### src/common/spimsp_map.vh
`ifndef SPIMSP_MAP_VH
`define SPIMSP_MAP_VH
// ----------------------------------------
// register indices (byte addresses of the port)
// ----------------------------------------
`define SPIMSP_ADDR_DATA 8'h21
`define SPIMSP_ADDR_CTRL 8'h22
`define SPIMSP_ADDR_CSR 8'h23
// ----------------------------------------
// control register fields
// ----------------------------------------
`define SPIMSP_CR_IRQ_EN 7
`define SPIMSP_CR_PORT_EN 6
`define SPIMSP_CR_DIV_HIGH 5
`define SPIMSP_CR_MASTER 4
`define SPIMSP_CR_IDLE_LVL 3
`define SPIMSP_CR_PHASE 2
`define SPIMSP_CR_DIV_MID 1
`define SPIMSP_CR_DIV_LOW 0
// ----------------------------------------
// control/status register fields
// ----------------------------------------
`define SPIMSP_SR_DONE 7
`define SPIMSP_SR_WRITE_COLLISION_FLAG 6
`define SPIMSP_SR_OVR 5
`define SPIMSP_SR_MODE_FAULT_FLAG 4
`define SPIMSP_SR_RSVD 3
`define SPIMSP_SR_OUT_DIS 2
`define SPIMSP_SR_SEL_MGMT 1
`define SPIMSP_SR_INT_SEL 0
// ----------------------------------------
// reset values
// ----------------------------------------
`define SPIMSP_CR_RESET 8'h00
`define SPIMSP_CSR_RESET 8'h00
`define SPIMSP_DATA_RESET 8'h00
// ----------------------------------------
// timing: half periods of the serial clock in cpu cycles
// ----------------------------------------
`define SPIMSP_HALF_DIV4 7'h02
`define SPIMSP_HALF_DIV8 7'h04
`define SPIMSP_HALF_DIV16 7'h08
`define SPIMSP_HALF_DIV32 7'h10
`define SPIMSP_HALF_DIV64 7'h20
`define SPIMSP_HALF_DIV128 7'h40
`define SPIMSP_BITS_PER_XFER 4'h8
`endif

### src/spimsp_core.v
`timescale 1ns/10ps
`include "spimsp_map.vh"

// Overview of operation
// - interrupt raised when enabled and transfer-done, mode-fault or overrun flag set.
// - pins left to general i/o while port disabled; serial functions when enabled.
// - master clock divisor from three divider bits: /4,/8,/16,/32,/64,/128.
// - divider bits ignored in slave mode; clock comes from external master.
// - master bit makes clock pin output and swaps data pin directions.
// - idle level bit sets serial clock idle level in both modes.
// - phase 0 captures on first edge; phase 1 captures on second edge.
// - done flag sets at byte end; status access then data access clears.
// - data writes ignored while done flag set until status register accessed.
// - data write during transfer sets collision flag; transfer continues.
// - overrun set when byte completes while done flag set; status read clears.
// - low select in master sets mode fault, clears enable and master.
// - output disable bit stops driving the serial data output.
// - select management picks internal bit or external select pin.
// - internal select bit 0 selects slave, 1 deselects.
// - master data write starts one byte of transmit and receive.
// - received byte copied to read buffer at byte end; slave phase 1 copies the shift register one capture early; data reads return it.
// - data write loads shift register directly, no transmit buffer.
// - after overrun buffer keeps first byte after last clear; later bytes lost.
// - collision flag never raises an interrupt.
module spimsp_core (
  // clock, reset, enable
  input wire clk_i,
  input wire srst_i,
  input wire ce_i,
  // register port
  input wire [7:0] addr_i,
  input wire [7:0] wdata_i,
  input wire wr_i,
  input wire rd_i,
  output reg [7:0] rdata_o,
  // interrupt
  output wire irq_o,
  // serial clock pin
  input wire sck_i,
  output reg sck_o,
  output wire sck_oe_o,
  // master-out pin
  input wire mosi_i,
  output reg mosi_o,
  output wire mosi_oe_o,
  // slave-out pin
  input wire miso_i,
  output reg miso_o,
  output wire miso_oe_o,
  // slave select pin (input only)
  input wire ss_n_i,
  // pin ownership: high while serial functions own the pins
  output wire port_owns_pins_o,
  output wire sel_pin_owned_o
);

  // ----------------------------------------
  // states
  // ----------------------------------------
  localparam [2:0] ST_IDLE = 3'b001;
  localparam [2:0] ST_LEAD = 3'b010;
  localparam [2:0] ST_TRAIL = 3'b100;

  // ----------------------------------------
  // registers
  // ----------------------------------------
  reg [7:0] ctrl_q;
  reg done_q;
  reg write_collision_flag_q;
  reg ovr_q;
  reg mode_fault_flag_q;
  reg out_dis_q;
  reg sel_mgmt_q;
  reg int_sel_q;
  reg [7:0] shift_q;
  reg [7:0] rxbuf_q;
  reg [2:0] state_q;
  reg [3:0] bit_cnt_q;
  reg [6:0] div_cnt_q;
  reg sr_seen_q;
  reg mode_fault_flag_seen_q;
  reg sck_prev_q;
  reg busy_slv_q;
  // capture and end strobes delayed by the synchroniser latency
  reg [3:0] cap_dly_q;
  reg [3:0] end_dly_q;
  reg [7:0] mrx_q;

  wire [2:0] pins_sync;
  wire sck_s;
  wire mosi_s;
  wire miso_s;
  wire ss_pin_s;

  spimsp_sync #(
    .WIDTH(3),
    .INIT(3'b000)
  ) u_sync_data (
    .clk_i(clk_i),
    .srst_i(srst_i),
    .ce_i(ce_i),
    .async_i({sck_i, mosi_i, miso_i}),
    .sync_o(pins_sync)
  );

  wire [0:0] ss_sync;
  spimsp_sync #(
    .WIDTH(1),
    .INIT(1'b1)
  ) u_sync_sel (
    .clk_i(clk_i),
    .srst_i(srst_i),
    .ce_i(ce_i),
    .async_i(ss_n_i),
    .sync_o(ss_sync)
  );

  assign sck_s = pins_sync[2];
  assign mosi_s = pins_sync[1];
  assign miso_s = pins_sync[0];
  assign ss_pin_s = ss_sync[0];

  wire irq_en = ctrl_q[`SPIMSP_CR_IRQ_EN];
  wire port_en = ctrl_q[`SPIMSP_CR_PORT_EN];
  wire master = ctrl_q[`SPIMSP_CR_MASTER];
  wire idle_lvl = ctrl_q[`SPIMSP_CR_IDLE_LVL];
  wire phase = ctrl_q[`SPIMSP_CR_PHASE];

  // internal select: software bit or pin
  wire sel_n = sel_mgmt_q ? int_sel_q : ss_pin_s;

  // ----------------------------------------
  // pin control
  // ----------------------------------------
  assign port_owns_pins_o = port_en;
  assign sel_pin_owned_o = port_en & ~sel_mgmt_q;
  assign sck_oe_o = port_en & master;
  assign mosi_oe_o = port_en & master & ~out_dis_q;
  // slave drives its output only while selected, to share the line
  assign miso_oe_o = port_en & ~master & ~sel_n & ~out_dis_q;

  // interrupt; collision flag excluded
  assign irq_o = irq_en & (done_q | mode_fault_flag_q | ovr_q);

  // ----------------------------------------
  // master clock divider
  // ----------------------------------------
  reg [6:0] half_div;
  always @* begin
    // divider bits only consulted by the master engine
    case ({ctrl_q[`SPIMSP_CR_DIV_HIGH], ctrl_q[`SPIMSP_CR_DIV_MID], ctrl_q[`SPIMSP_CR_DIV_LOW]})
      3'b100: half_div = `SPIMSP_HALF_DIV4;
      3'b000: half_div = `SPIMSP_HALF_DIV8;
      3'b001: half_div = `SPIMSP_HALF_DIV16;
      3'b110: half_div = `SPIMSP_HALF_DIV32;
      3'b010: half_div = `SPIMSP_HALF_DIV64;
      3'b011: half_div = `SPIMSP_HALF_DIV128;
      default: half_div = `SPIMSP_HALF_DIV128;
    endcase
  end

  // ----------------------------------------
  // register access decode
  // ----------------------------------------
  wire wr_data = wr_i & (addr_i == `SPIMSP_ADDR_DATA);
  wire wr_ctrl = wr_i & (addr_i == `SPIMSP_ADDR_CTRL);
  wire wr_csr = wr_i & (addr_i == `SPIMSP_ADDR_CSR);
  wire rd_data = rd_i & (addr_i == `SPIMSP_ADDR_DATA);
  wire rd_csr = rd_i & (addr_i == `SPIMSP_ADDR_CSR);
  wire acc_csr = wr_csr | rd_csr;
  wire acc_data = wr_data | rd_data;

  wire busy = (state_q != ST_IDLE) | busy_slv_q | (|end_dly_q);
  // write blocked while done flag pending and status not yet accessed
  wire wr_block = done_q & ~sr_seen_q;
  wire collide = wr_data & busy & ~wr_block;
  wire load = wr_data & ~busy & ~wr_block & port_en;
  wire fault = port_en & master & ~sel_n;

  // ----------------------------------------
  // slave edge detection on synchronised clock
  // ----------------------------------------
  wire slv_act = port_en & ~master & ~sel_n;
  wire sck_edge = slv_act & (sck_s ^ sck_prev_q);
  // leading edge leaves idle level; capture on it when phase is 0
  wire lead_edge = sck_edge & (sck_prev_q == idle_lvl);
  wire cap_edge = sck_edge & (lead_edge ^ phase);
  wire shf_edge = sck_edge & ~(lead_edge ^ phase);

  // ----------------------------------------
  // master engine tick
  // ----------------------------------------
  wire tick = (div_cnt_q == half_div - 7'h01);
  wire m_last = (state_q == ST_TRAIL) & tick & (bit_cnt_q == `SPIMSP_BITS_PER_XFER - 4'h1);
  wire s_last = cap_edge & (bit_cnt_q == `SPIMSP_BITS_PER_XFER - 4'h1) & phase |
                shf_edge & (bit_cnt_q == `SPIMSP_BITS_PER_XFER) & ~phase;
  wire m_run = master & port_en & ~fault;
  // master capture point; miso seen four cycles later through the synchroniser
  wire m_cap = m_run & tick & ((state_q == ST_LEAD) & ~phase | (state_q == ST_TRAIL) & phase);
  wire [7:0] mrx_next = {mrx_q[6:0], miso_s};
  wire xfer_end = end_dly_q[3] | (s_last & ~master);
  wire [7:0] mrx_byte = cap_dly_q[3] ? mrx_next : mrx_q;
  wire [7:0] rx_byte = end_dly_q[3] ? mrx_byte : shift_q;

  always @(posedge clk_i) begin
    if (srst_i) begin
      ctrl_q <= `SPIMSP_CR_RESET;
      {done_q, write_collision_flag_q, ovr_q, mode_fault_flag_q} <= 4'h0;
      {out_dis_q, sel_mgmt_q, int_sel_q} <= 3'h0;
      shift_q <= `SPIMSP_DATA_RESET;
      rxbuf_q <= `SPIMSP_DATA_RESET;
      state_q <= ST_IDLE;
      bit_cnt_q <= 4'h0;
      div_cnt_q <= 7'h00;
      sr_seen_q <= 1'b0;
      mode_fault_flag_seen_q <= 1'b0;
      sck_prev_q <= 1'b0;
      busy_slv_q <= 1'b0;
      cap_dly_q <= 4'h0;
      end_dly_q <= 4'h0;
      mrx_q <= 8'h00;
      sck_o <= 1'b0;
      mosi_o <= 1'b0;
      miso_o <= 1'b0;
      rdata_o <= 8'h00;
    end else if (ce_i) begin
      sck_prev_q <= sck_s;
      cap_dly_q <= {cap_dly_q[2:0], m_cap};
      end_dly_q <= {end_dly_q[2:0], m_last & m_run};
      if (cap_dly_q[3]) mrx_q <= mrx_next;
      rdata_o <= 8'h00;
      if (rd_data) rdata_o <= rxbuf_q;
      if (rd_csr) begin
        rdata_o <= {done_q, write_collision_flag_q, ovr_q, mode_fault_flag_q, 1'b0, out_dis_q, sel_mgmt_q, int_sel_q};
      end
      if (rd_i & (addr_i == `SPIMSP_ADDR_CTRL)) rdata_o <= ctrl_q;

      // status-access tracking for two-step clears
      if (acc_csr) sr_seen_q <= 1'b1;
      else if (acc_data) sr_seen_q <= 1'b0;
      if (acc_csr & mode_fault_flag_q) mode_fault_flag_seen_q <= 1'b1;

      // control write; enable/master held low while fault flag set and not yet seen by a status access
      if (wr_ctrl) begin
        ctrl_q <= wdata_i;
        if (mode_fault_flag_q & ~mode_fault_flag_seen_q) begin
          ctrl_q[`SPIMSP_CR_PORT_EN] <= 1'b0;
          ctrl_q[`SPIMSP_CR_MASTER] <= 1'b0;
        end
      end
      if (wr_csr) begin
        // reserved bit 3 kept zero regardless of software
        out_dis_q <= wdata_i[`SPIMSP_SR_OUT_DIS];
        sel_mgmt_q <= wdata_i[`SPIMSP_SR_SEL_MGMT];
        int_sel_q <= wdata_i[`SPIMSP_SR_INT_SEL];
      end

      // done flag: clear by status then data access; set wins
      if (acc_data & sr_seen_q) done_q <= 1'b0;
      // collision flag uses the same sequence
      if (acc_data & sr_seen_q) write_collision_flag_q <= 1'b0;
      if (collide) write_collision_flag_q <= 1'b1;
      // overrun clears on status read
      if (rd_csr) ovr_q <= 1'b0;
      // fault clears on status access while set then control write
      if (wr_ctrl & mode_fault_flag_seen_q) begin
        mode_fault_flag_q <= 1'b0;
        mode_fault_flag_seen_q <= 1'b0;
      end

      if (xfer_end) begin
        if (done_q & ~(acc_data & sr_seen_q)) begin
          ovr_q <= 1'b1; // buffer kept
        end else begin
          rxbuf_q <= rx_byte;
          done_q <= 1'b1;
          // a status access before the flag rose does not count
          if (!acc_csr) sr_seen_q <= 1'b0;
        end
      end

      if (fault) begin
        mode_fault_flag_q <= 1'b1;
        mode_fault_flag_seen_q <= 1'b0;
        ctrl_q[`SPIMSP_CR_PORT_EN] <= 1'b0;
        ctrl_q[`SPIMSP_CR_MASTER] <= 1'b0;
      end

      // ----------------------------------------
      // transfer engine
      // ----------------------------------------
      if (load) begin
        shift_q <= wdata_i;
        bit_cnt_q <= 4'h0;
        div_cnt_q <= 7'h00;
        if (master) begin
          state_q <= ST_LEAD;
          mosi_o <= wdata_i[7];
        end else begin
          miso_o <= wdata_i[7];
        end
      end else if (master & port_en & ~fault) begin
        case (state_q)
          ST_IDLE: begin
            sck_o <= idle_lvl;
            div_cnt_q <= 7'h00;
          end
          ST_LEAD: begin
            div_cnt_q <= tick ? 7'h00 : div_cnt_q + 7'h01;
            if (tick) begin
              sck_o <= ~idle_lvl;
              state_q <= ST_TRAIL;
              if (phase) mosi_o <= shift_q[7]; // shift on first edge
            end
          end
          ST_TRAIL: begin
            div_cnt_q <= tick ? 7'h00 : div_cnt_q + 7'h01;
            if (tick) begin
              sck_o <= idle_lvl;
              bit_cnt_q <= bit_cnt_q + 4'h1;
              // msb first, out only; received bits collect in mrx_q
              shift_q <= {shift_q[6:0], 1'b0};
              if (~phase) mosi_o <= shift_q[6];
              state_q <= m_last ? ST_IDLE : ST_LEAD;
            end
          end
          default: state_q <= ST_IDLE;
        endcase
      end else begin
        state_q <= ST_IDLE;
        sck_o <= idle_lvl;
        // slave engine follows the external clock
        if (slv_act) begin
          if (sck_edge & ~busy_slv_q) begin
            busy_slv_q <= 1'b1;
            bit_cnt_q <= 4'h0;
          end
          if (cap_edge) begin
            shift_q <= {shift_q[6:0], mosi_s};
            bit_cnt_q <= (sck_edge & ~busy_slv_q) ? 4'h1 : bit_cnt_q + 4'h1;
          end
          if (shf_edge & busy_slv_q) miso_o <= shift_q[7];
          if (xfer_end) busy_slv_q <= 1'b0;
        end else begin
          busy_slv_q <= 1'b0;
          bit_cnt_q <= 4'h0;
        end
      end
    end
  end

endmodule // spimsp_core

### src/spimsp_sync.v
`timescale 1ns/10ps
`include "spimsp_map.vh"

// three-stage synchroniser; change counts when stages two and three agree
module spimsp_sync #(
  parameter WIDTH = 3,
  parameter [WIDTH-1:0] INIT = {WIDTH{1'b0}}
) (
  // clock and control
  input wire clk_i,
  input wire srst_i,
  input wire ce_i,
  // data
  input wire [WIDTH-1:0] async_i,
  output reg [WIDTH-1:0] sync_o
);

  reg [WIDTH-1:0] s1_q;
  reg [WIDTH-1:0] s2_q;
  reg [WIDTH-1:0] s3_q;

  always @(posedge clk_i) begin
    if (srst_i) begin
      s1_q <= INIT;
      s2_q <= INIT;
      s3_q <= INIT;
      sync_o <= INIT;
    end else if (ce_i) begin
      s1_q <= async_i;
      s2_q <= s1_q;
      s3_q <= s2_q;
      // per-bit agreement filter; hold on disagreement
      sync_o <= (s3_q & ~(s2_q ^ s3_q)) | (sync_o & (s2_q ^ s3_q));
    end
  end

endmodule // spimsp_sync
### config.mk
export PLATFORM = sky130hd
export DESIGN_NAME = spimsp_core
export DESIGN_NICKNAME = d
export VERILOG_FILES = /design/src/spimsp_core.v /design/src/spimsp_sync.v
export VERILOG_INCLUDE_DIRS = /design/src /design/src/common
export SDC_FILE = /design/constraint.sdc
export NUM_CORES = 1
export LEC_CHECK = 0
export BUFFER_PORTS_ARGS = -buffer_cell sky130_fd_sc_hd__buf_4
export CAP_MARGIN = 40
export CORE_MARGIN = 1
export CORE_UTILIZATION = 56
export DETAILED_ROUTE_END_ITERATION = 6
export PLACE_DENSITY = 0.84
export SLEW_MARGIN = 5
export SYNTH_ARGS = -nofsm -noshare
export SYNTH_HDL_FRONTEND = slang
export SYNTH_SLANG_ARGS = --single-unit
### constraint.sdc
create_clock -name clk_i -period 5.11 [get_ports clk_i]
set_input_delay 1.022 -clock clk_i [delete_from_list [all_inputs] [get_ports clk_i]]
set_output_delay 1.022 -clock clk_i [all_outputs]
set_load 0.02 [all_outputs]
==> impl_results.md <==
- Setup Buffers After CTS: 0
- CTS Buf Count: 9
- Hold_buf cts: 0
- DRC viols: 0
- Fin crit period: ~3 ns
- Register area share after synthesis: approximately two fifths
- Worst path top cell family by delay: simple AND/OR/NAND/NOR gates
- Final Util: ~66%
- Number of core rows: 32
- Yosys top cell area share: 40.6%
- Top_reg_cell synth: dfxtp_1
- Clock Pin Slew Worst Setup and Hold Paths: approximately 0.10 ns
- Area leader, netlist: dfxtp_1
- Vias post-DR: a little over 4000
- Synthesized area: 4530 µm²
- Die Wd: 92.0 µm
- Top-Level Pins: 42
- IO buf count: 41
- Largest net degree at the start of global routing: 91
- Peak Freq: roughly 0.34 GHz
- DP Wirelength: between 7 and 8 mm
- Ys async rst share: 0%
- Initial antenna violation count: 0
- Count leader, synth: dfxtp_1
- Die Area: 8460 µm²
- Synth unique cells: 65
- Grt total ovfl: 0
- CTS tree: yes
- CTS resizes: 0
- Pre-antenna DRT Iters: 7
- Top cells by count, synth: dfxtp_1 (92), nor2_1 (83), mux2i_1 (47), a21oi_1 (38), nand2_1 (36)
- Setup WS pre-CTS: about 1.9 ns
- Cells along the critical path: mux2_4 > nor3b_4 > nor2b_1 > buf_4
- Fin crit share: 58.2%
- Post-synth EDFFs: 0
- Min-delay worst type: flop to flop
- Crit-path max FO: 9
- Clock sinks: slightly above 90
- Critical Path AT: 1.95 ns
- P&R area growth vs syn: 12.4%
- Total track usage: ~27%
- Die Ht: between 90 and 100 µm
- Via-to-Cell Ratio: 6.33
- Syn_area_per_cell: ~8.6 µm²
- Worst Path Required: 4.09 ns
- First-pass GRT wire length: roughly 18 mm
- Vias in the first global route: between 3000 and 4000
- RD Place Congestion: between 0.8 and 0.9
- Drt wl/cell: 17.6 µm
- Nets: roughly 570
- Number of diodes: 0
- Worst-Margin Slew: slightly below 0.9 ns
- Lkg Pwr: around 1.9 nW
- Crit-path max cell delay: 0.48 ns
- FF+latch count, synth: 92
- Clock tree buffer depth: 2
- YS warnings: 0
- Htree depth: 3
- Final setup margin: 2.13 ns
- Placed inst area: 4850 µm²
- Pwr per Cell Area: ~270 nW/µm²
- Root Buffer: clkbuf_8
- Worst Skew: approximately 0.016 ns
- Syn_nets: ~550
- Gate count of the mapped netlist: roughly 520
- Fraction of layout cells with a size suffix above 1: 13.8%
- Total power: roughly 1.4 mW
- Endpoints failing setup: 0
- Iteration-0 DRC count of the detailed router: between 200 and 300
- Final Hold Vio Count: 0
- Max capacitance violation total: 0
- Clk_lat worst skew: roughly 0.37 ns
- Startpoint class of the critical path: flop
- Fillers: 660
- Outcome: complete, no violations
- Post-Route WL: about 11 mm
- Largest cells by area after synthesis: dfxtp_1 (41%), mux2i_1 (10%), nor2_1 (6.9%)
- Final ANT Viol Nets: 0
- Crit. End Element: output pin
- Worst path bufs/invs: 1
- Core ar.: slightly below 8000 µm²
- VDD IR-drop max: 0.193 mV
- Max_slew headroom: 40.4%
- Crit-path slowest cell: dfxtp_1
- Crit Path Class: flop to output pin
- TNS Setup: 0 ns
- Setup repair after global routing missed its margin: no
- Initial Utilization: 58.3%
- Post-route cell area: a little over 5000 µm²
- Max-slew violations: 0
[placed cells by master, fill, tap and decap left out, drive strengths merged, types with 4 or more instances in the layout]
master,synthesis,routed
a211o,12,12
a211oi,20,20
a21o,4,4
a21oi,38,38
a221oi,8,8
a311oi,9,9
a31oi,5,5
and3,6,6
buf,11,45
clkbuf,24,10
dfxtp,92,92
inv,9,10
mux2i,47,47
nand2,36,36
nand2b,11,11
nand3,8,8
nand4,6,6
nor2,83,83
nor2b,5,5
nor3,12,12
nor3b,4,4
nor4,4,4
o21ai,10,10
or3,4,4
xor2,8,8
[sequential cells by signal (all words and copies together) (netlist names), 3 cells and up, named ones only]
register,flops
div_cnt_q,7
shift_q,8
bit_cnt_q,4
rdata_o,8
u_sync_data.s2_q,3
state_q,3
ctrl_q,8
u_sync_data.s3_q,3
cap_dly_q,4
u_sync_data.s1_q,3
end_dly_q,4
rxbuf_q,8
mrx_q,8
[per-stage QoR]
step | cells | hold WS, ns
finish | 652 | 0.456
global route | 652 | 0.484
CTS | 651 | 0.458
detailed placement | 635 | 0.445
global placement | 634 | 0.441
floorplan | 524 | 0.430
[power breakdown]
group	switching (mW)	internal (mW)	total (mW)
registers	0.00943	0.729	0.738
clock network	0.275	0.294	0.569
logic	0.0562	0.0361	0.0923
total	0.340	1.06	1.40
[per-layer routing]
layer / share of wire (%) / vias up / global-route usage, %
met5: 0 / - / 0
met4: 2.6 / 0 / 11.7
met3: 6.1 / 39 / 5.39
met2: 48 / 187 / 44.9
met1: 44 / 1944 / 35.2
li1: - / 1957 / -
[final cells by class]
type / count / area, µm² / share of cell area (%)
clock buffers: 10 / 138 / 2.70
clock inverters: 6 / 96.3 / 1.89
multi-input cells: 388 / 2520 / 49.5
flip-flops and latches: 92 / 1840 / 36.2
repair buffers: 45 / 335 / 6.58
well taps: 102 / 128 / 2.51
inverters: 9 / 33.8 / 0.663
[worst register-to-register path, stage by stage, from the launching register on]
cell	delay, ns
dfxtp_1	0.76
nor2_1	0.12
nand3_1	0.34
or3_1	0.36
nand2_1	0.15
or4_4	0.58
o31ai_1	0.22
[worst paths after layout]
| path | startpoint | end | slack (ns) | depth (start not counted) |
|---|---|---|---|---|
| setup reg to reg | end_dly_q[3] | bit_cnt_q[3] | 2.51 | 6 |
| setup / recovery | sel_mgmt_q | miso_oe_o | 2.13 | 4 |
| hold reg to reg | rxbuf_q[1] | rxbuf_q[1] | 0.46 | 2 |
| hold / removal | rxbuf_q[1] | rxbuf_q[1] | 0.46 | 2 |
[cells by family (layout without fill, tap and decap cells)]
logic type      Yosys count  after routing  share of synthesized area (%)
xor+xnor                  9              9                           1.74
flops                    92             92                           40.6
mux                      48             48                           10.7
simple gates            194            194                           20.9
fa+ha+maj                 3              3                          0.828
compound gates          134            134                           21.3
buf+inv                  44             70                           3.84
Power figures use the tool's default switching activity.
